[config.mk]
export PLATFORM = sky130hd
export DESIGN_NAME = rrx_exec
export DESIGN_NICKNAME = d
export VERILOG_FILES = /design/src/core/rrx_pkg.sv /design/src/core/rrx_exec.sv
export SDC_FILE = /design/constraint.sdc
export NUM_CORES = 1
export LEC_CHECK = 0
export ABC_AREA = 1
export BUFFER_PORTS_ARGS = -buffer_cell sky130_fd_sc_hd__buf_2
export CAP_MARGIN = 30
export CELL_PAD_IN_SITES_DETAIL_PLACEMENT = 1
export CELL_PAD_IN_SITES_GLOBAL_PLACEMENT = 1
export CORE_MARGIN = 5
export CORE_UTILIZATION = 31
export CTS_CLUSTER_SIZE = 24
export DETAILED_ROUTE_END_ITERATION = 10
export PLACE_DENSITY = 0.77
export SLEW_MARGIN = 20
export SYNTH_ARGS = -nofsm -noshare
export SYNTH_HDL_FRONTEND = slang
export SYNTH_SLANG_ARGS = --single-unit
export TNS_END_PERCENT = 30
[constraint.sdc]
create_clock -name clk -period 1.7 [get_ports clk]
set_clock_uncertainty 0.15 [all_clocks]
set_input_delay 0.34 -clock clk [delete_from_list [all_inputs] [get_ports clk]]
set_output_delay 0.34 -clock clk [all_outputs]
set_load 0.005 [all_outputs]
[src/core/rrx_pkg.sv]
// constants and types for the return and rotate execution block
// ----------------------------------------------------------------
// Overview of operation
// - return_with_literal loads the 8-bit literal into W, no status flag changes.
// - return_with_literal loads PC from stack_top and pops that stack entry.
// - return_with_literal is one word and takes two instruction cycles.
// - plain return pops the stack and loads PC from stack_top, flags untouched.
// - plain return is one word, two cycles, and flushes the fetch pipeline.
// - rotate shifts f left, old carry into bit 0, bit 7 into carry.
// - rotate destination bit 0 writes W, bit 1 writes file register 0..127.
// ----------------------------------------------------------------
`default_nettype none

package rrx_pkg;

    localparam int INSTR_W = 14;
    localparam int DATA_W = 8;
    localparam int FADDR_W = 7;

    // instruction word encodings
    localparam logic [3:0] RET_LIT_PFX = 4'hd;
    localparam int RET_LIT_PFX_HI = 13;
    localparam int RET_LIT_PFX_LO = 10;
    localparam logic [13:0] RET_WORD = 14'h0008;
    localparam logic [5:0] ROT_PFX = 6'h0d;
    localparam int ROT_PFX_HI = 13;
    localparam int ROT_PFX_LO = 8;
    localparam int DEST_BIT = 7;
    localparam int LIT_HI = 7;
    localparam int FADDR_HI = 6;

    // execution cycle counts
    localparam int RET_CYCLES = 2;
    localparam int ROT_CYCLES = 1;

    localparam logic [7:0] W_RST = 8'h00;
    localparam logic CARRY_RST = 1'b0;

    typedef enum logic [1:0] {
        RRX_OP_NONE,
        RRX_OP_RET_LIT,
        RRX_OP_RET,
        RRX_OP_ROT
    } rrx_op_e;

    typedef enum {
        RRX_ST_EXEC,
        RRX_ST_FLUSH
    } rrx_state_e;

endpackage

`default_nettype wire

[src/core/rrx_exec.sv]
// executes return-with-literal, return and rotate-left-through-carry
`default_nettype none

module rrx_exec #(
    parameter int PC_W = 13
) (
    input wire logic clk,
    input wire logic sys_rst,
    input wire logic instr_valid,
    input wire logic [rrx_pkg::INSTR_W-1:0] instr_word,
    output logic instr_ready,
    input wire logic [PC_W-1:0] stack_top,
    output logic stack_pop,
    output logic pc_load,
    output logic [PC_W-1:0] pc_load_addr,
    output logic pipe_flush,
    output logic [rrx_pkg::FADDR_W-1:0] file_rd_addr,
    input wire logic [rrx_pkg::DATA_W-1:0] file_rd_data,
    output logic file_wr_en,
    output logic [rrx_pkg::FADDR_W-1:0] file_wr_addr,
    output logic [rrx_pkg::DATA_W-1:0] file_wr_data,
    output logic [rrx_pkg::DATA_W-1:0] w_out,
    output logic carry_out,
    output logic instr_done
);
    import rrx_pkg::*;

    if (PC_W < 1 || PC_W > 16) begin : g_bad_pc_w
        $error("PC_W must be 1 to 16");
    end
    // sequencer only knows a two-slot return and a one-slot rotate
    if (RET_CYCLES != 2 || ROT_CYCLES != 1) begin : g_bad_cycles
        $error("cycle counts not served by the sequencer");
    end

    // ----------------------------------------------------------------
    // decode
    // ----------------------------------------------------------------
    function automatic rrx_op_e decode_op(input logic [INSTR_W-1:0] word);
        if (word[RET_LIT_PFX_HI:RET_LIT_PFX_LO] == RET_LIT_PFX) begin
            return RRX_OP_RET_LIT;
        end else if (word == RET_WORD) begin
            return RRX_OP_RET;
        end else if (word[ROT_PFX_HI:ROT_PFX_LO] == ROT_PFX) begin
            return RRX_OP_ROT;
        end
        return RRX_OP_NONE;
    endfunction

    rrx_state_e state_reg;
    rrx_state_e state_next;
    logic [DATA_W-1:0] w_reg;
    logic carry_reg;
    logic stack_pop_reg;
    logic pc_load_reg;
    logic [PC_W-1:0] pc_addr_reg;
    logic file_wr_en_reg;
    logic [FADDR_W-1:0] file_wr_addr_reg;
    logic [DATA_W-1:0] file_wr_data_reg;
    logic done_reg;
    rrx_op_e op;
    logic take;
    logic [DATA_W-1:0] rot_result;
    logic rot_carry;

    assign op = decode_op(instr_word);
    // second return cycle refuses new work while fetch refills
    assign instr_ready = (state_reg == RRX_ST_EXEC);
    assign take = instr_valid && instr_ready;
    assign file_rd_addr = instr_word[FADDR_HI:0];
    assign {rot_carry, rot_result} = {file_rd_data, carry_reg};

    // ----------------------------------------------------------------
    // sequencing
    // ----------------------------------------------------------------
    always_comb begin
        state_next = state_reg;
        case (state_reg)
            RRX_ST_EXEC: begin
                if (take && (op == RRX_OP_RET_LIT || op == RRX_OP_RET)) begin
                    state_next = RRX_ST_FLUSH;
                end
            end
            RRX_ST_FLUSH: begin
                state_next = RRX_ST_EXEC;
            end
            default: begin
                state_next = RRX_ST_EXEC;
            end
        endcase
    end

    always_ff @(posedge clk) begin
        if (sys_rst) begin
            state_reg <= RRX_ST_EXEC;
        end else begin
            state_reg <= state_next;
        end
    end

    // ----------------------------------------------------------------
    // working accumulator and carry
    // ----------------------------------------------------------------
    always_ff @(posedge clk) begin
        if (sys_rst) begin
            w_reg <= W_RST;
        end else if (take && op == RRX_OP_RET_LIT) begin
            w_reg <= instr_word[LIT_HI:0];
        end else if (take && op == RRX_OP_ROT && !instr_word[DEST_BIT]) begin
            w_reg <= rot_result;
        end
    end

    // returns never touch carry; only the rotate does
    always_ff @(posedge clk) begin
        if (sys_rst) begin
            carry_reg <= CARRY_RST;
        end else if (take && op == RRX_OP_ROT) begin
            carry_reg <= rot_carry;
        end
    end

    // ----------------------------------------------------------------
    // stack and program counter
    // ----------------------------------------------------------------
    always_ff @(posedge clk) begin
        if (sys_rst) begin
            stack_pop_reg <= 1'b0;
            pc_load_reg <= 1'b0;
            pc_addr_reg <= '0;
        end else begin
            stack_pop_reg <= take && (op == RRX_OP_RET_LIT || op == RRX_OP_RET);
            pc_load_reg <= take && (op == RRX_OP_RET_LIT || op == RRX_OP_RET);
            if (take && (op == RRX_OP_RET_LIT || op == RRX_OP_RET)) begin
                pc_addr_reg <= stack_top;
            end
        end
    end

    // ----------------------------------------------------------------
    // file register write-back and completion
    // ----------------------------------------------------------------
    always_ff @(posedge clk) begin
        if (sys_rst) begin
            file_wr_en_reg <= 1'b0;
            file_wr_addr_reg <= '0;
            file_wr_data_reg <= '0;
        end else begin
            file_wr_en_reg <= take && op == RRX_OP_ROT && instr_word[DEST_BIT];
            if (take && op == RRX_OP_ROT) begin
                file_wr_addr_reg <= instr_word[FADDR_HI:0];
                file_wr_data_reg <= rot_result;
            end
        end
    end

    always_ff @(posedge clk) begin
        if (sys_rst) begin
            done_reg <= 1'b0;
        end else begin
            done_reg <= (take && op == RRX_OP_ROT) || state_reg == RRX_ST_FLUSH;
        end
    end

    assign stack_pop = stack_pop_reg;
    assign pc_load = pc_load_reg;
    assign pc_load_addr = pc_addr_reg;
    assign pipe_flush = (state_reg == RRX_ST_FLUSH);
    assign file_wr_en = file_wr_en_reg;
    assign file_wr_addr = file_wr_addr_reg;
    assign file_wr_data = file_wr_data_reg;
    assign w_out = w_reg;
    assign carry_out = carry_reg;
    assign instr_done = done_reg;
endmodule

`default_nettype wire

==> flow_results.org <==
** Yosys
- Number of nets produced by synthesis :: between 200 and 300
- Counting flops and latches in the post-synthesis netlist gives approximately 40.
- The share of the Yosys chip area taken by registers is 0.445.
- Count leader, synth :: nor2_1
- Complex-gate fraction of the synthesized area :: 0.158
- Of the post-synthesis cell area, the part taken by muxes is 0.
- The netlist uses 22 different library cells.
- Most instantiated cells after synthesis :: nor2_1, dfxtp_1, nand2_1
- The largest total area in the synthesized netlist belongs to dfxtp_1.
- During synthesis, Yosys emitted a total of 0 warnings.
- Gate count of the mapped netlist :: about 250
- Of the total synthesized cell area, the portion taken by full adders, half adders and majority gates is 0.
- Synth top area share :: 0.445
- Number of synthesized flops with an enable pin :: 0
- Dividing the synthesized area by the synthesized cell count gives 7.26 um2.
- Simple logic cell fraction of the synthesized area :: 0.257
- Fraction of synthesized cell area in xor and xnor cells :: 0
- Dominant combinational cell family by area after synthesis :: simple AND/OR/NAND/NOR gates
- In the synthesized netlist the async set-or-reset flop fraction comes to 0.
- In this run the cell area of the synthesized design comes to roughly 0.0018 mm2.
- Area contributors post-synth :: dfxtp_1, nor2_1, nand2_1, inv_1, o21ai_0
- The most used flip-flop cell after synthesis is dfxtp_1.

** Setup path
- Along the worst path, the maximum fanout reaches 9.
- Crit path capture type :: register
- For the worst setup path, the data required time is approximately 1700 ps.
- Flop2flop setup slack :: between 200 and 250 ps
- For the worst setup path, the data arrival time is between 1500 and 2000 ps.
- CP cell instances :: inv_1 -> nand2_1 -> nor2_1 -> nand3_1 -> nand2_2 -> inv_2 -> nor2_1 -> nor2_1
- Critical Path Source :: state_reg[0]
- The critical path in this run is classified as reg2reg.
- Counting stages on the worst path, the most repeated cell is nor2_1.
- Last element of the critical path :: w_out[6]
- Slowest CP cell :: dfxtp_1
- The worst register-to-register path ends at w_out[6].
- Register-to-Register Path Depth :: 8
- Delay of the slowest cell on the worst path :: between 300 and 400 ps
- STA classifies the critical path startpoint as a register.
- The worst register-to-register path begins at state_reg[0].

** Timing
- Minimum clock period after layout :: between 1000 and 1500 ps
- Worst Setup Slack, final :: about 220 ps
- Worst Tran Pin Value :: about 370 ps
- Upper clock frequency limit :: 676 MHz
- Setup violations remaining at the end of the flow were counted as 0.
- The final hold violation count is 0.
- Setup TNS :: 0 ps
- Max_slew headroom :: 0.753
- Max-slew violation total from the final report :: 0
- Period utilisation layout :: 0.870
- Setup repair after global routing left no endpoint under its margin.

** Place
- Detail Placement HPWL :: between 4000 and 5000 um
- At the end of routability-driven placement, the weighted congestion stood at 0.734.
- Number of input and output port buffers inserted :: a little under 90
- Before CTS, the worst setup slack after placement is between 15 and 20 ps.
- Placed cell areas :: 0.00230 mm2

** Run
- The tool flagged a number of max-cap violations equal to 0.

** Clocking
- Clk sinks :: 41
- TritonCTS built the clock tree.
- Worst-path clk slew :: 80 ps
- Number of buffers created by CTS :: 5
- Counting along the longest clock path gives a buffer depth of 2.
- Post-CTS setup-driven buffer insertion count :: 0
- At the later pin of the worst-skew pair, clock insertion delay measures about 280 ps.
- After clock tree synthesis, the repair step resized 0 gates.
- CTS built an H-tree with a depth of 2.
- Clk root buf :: clkbuf_8
- Hold-fix buffer count after cts :: 0

** GRT
- Wire length of the first global-routing pass :: 8610 um
- Number of antenna violations at the first check in global routing :: 0
- Vias in the first global route :: between 1,500 and 2,000
- Total congestion overflow :: 0
- All-layer global routing usage :: 0.145
- Entering global routing, the biggest net connects 38 pins.

** Drt
- After detailed routing, the average wire length per cell comes to around 13 um.
- The final layout contains routed wiring with a total length of 5300 um.
- After detailed routing, the number of remaining DRC violations is 0.
- The first detailed-routing pass took 3 iterations.
- After the first detailed-routing iteration, the DRC count stood at between 50 and 60.
- Post-detailed-route count of antenna-violating nets :: 0
- Number of vias per cell :: ~4.5
- The detailed router placed between 1,500 and 2,000 vias in this run.

** Power
- Leakage :: 1.25 nW
- Internal power consumption :: between 1 and 1.5 mW
- The share of total power dissipated in combinational logic is 0.112.
- Of the total power, the share spent switching nets is 0.244.
- Sequential group share of total power :: 0.536
- Power per cell area :: ~770 mW/mm2
- The share of total power dissipated in the clock network is 0.353.
- IR analysis of the VDD net gives a maximum drop of between 0.0002 and 0.0003 V.
- Net switching power :: ~0.45 mW

** Hold path
- Class of the worst hold path :: in2reg

** Floorplanning
- Starting Density :: 0.315
- Number of placement rows :: 28
- I/O pin count :: 88
- CORE AREA :: 0.00585 mm2
- Overall die area :: about 0.0076 mm2
- In this run the horizontal extent of the chip is slightly below 90 um.
- Die Y-Extent :: a little under 90 um

** Outcome
- The flow ran to the end, and the final reports show no timing, DRC or antenna violations.

** Final layout
- At the end of the flow the core is filled with cells to 0.409.
- # nets final :: 374
- The repair_antennas step left the layout with diodes totalling 0.
- Compared with the post-synthesis result, the final layout area differs by 29.7%.
- Post-Layout Inst Area :: 0.00239 mm2
- Share of post-route cells with drive strength above 1 :: 0.348
- The register with the most flip-flops in the layout has 13 of them.
power by group through the flow:
stage	logic, mW	registers, mW	clock network [mW]
after CTS	0.209	0.982	0.672
after global placement	0.203	1.00	0
after global routing	0.233	0.984	0.719
after floorplan	0.114	1.01	0
final	0.205	0.982	0.647
after detailed placement	0.209	1.00	0
layout by cell type (no fill, tap or decap):
cell       n
buf_2     87
nor2_1    57
dfxtp_1   41
nand2_1   32
inv_1     27
o21ai_0   20
a21oi_1   17
nand3_1   15
o21ai_1    7
clkbuf_8   6
buf_4      5
a21oi_2    4
o21ai_2    4
nand2_2    3
nor2_2     2
buf_12     2
clkinv_2   1
clkinv_1   1
nor3_4     1
inv_2      1
nand2_4    1
nor3_1     1
clkbuf_1   1
per-layer routing:
layer	routed length, um	up-vias	track usage	share of wire
met5	0	-	0	0
met4	48	0	0.0377	0.0091
met3	374	6	0.0388	0.071
met2	2410	60	0.236	0.45
met1	2470	824	0.190	0.47
li1	-	947	-	-
worst min-delay path by stage:
stage	start	end	cells past startpoint
finish	sys_rst	instr_done	2
global route	sys_rst	instr_done	2
CTS	sys_rst	instr_done	2
detailed placement	pc_load_addr[11]	pc_load_addr[11]	2
global placement	pc_load_addr[9]	pc_load_addr[9]	2
floorplan	sys_rst	instr_done	1
critical path, delay by kind of cell (launching register included):
kind                   cells  cell delay [ps]
buffers and inverters      2              200
DFF                        1              320
and+or+nand+nor            6              690
cells by family after synthesis:
kind of cell | Yosys count
buffers and inverters | 49
AND/OR/NAND/NOR | 112
AO/OA/AOI/OAI | 52
flip-flops | 41
cell type report:
type / instances / area (um2)
Clock buffer: 7 / 86.3
Fill cell: 794 / 3460
Inverter: 30 / 114
Multi-Input combinational cell: 164 / 763
Sequential cell: 41 / 821
Tap cell: 75 / 93.8
Timing Repair Buffer: 94 / 513
through the flow:
stage	hold WS (ps)	std cells	total power, mW
6_report	117	411	1.83
5_1_grt	128	411	1.94
4_1_cts	113	411	1.86
3_5_place_dp	320	404	1.21
3_3_place_gp	313	404	1.21
2_1_floorplan	259	254	1.12
(Power assumes the default switching activity.)
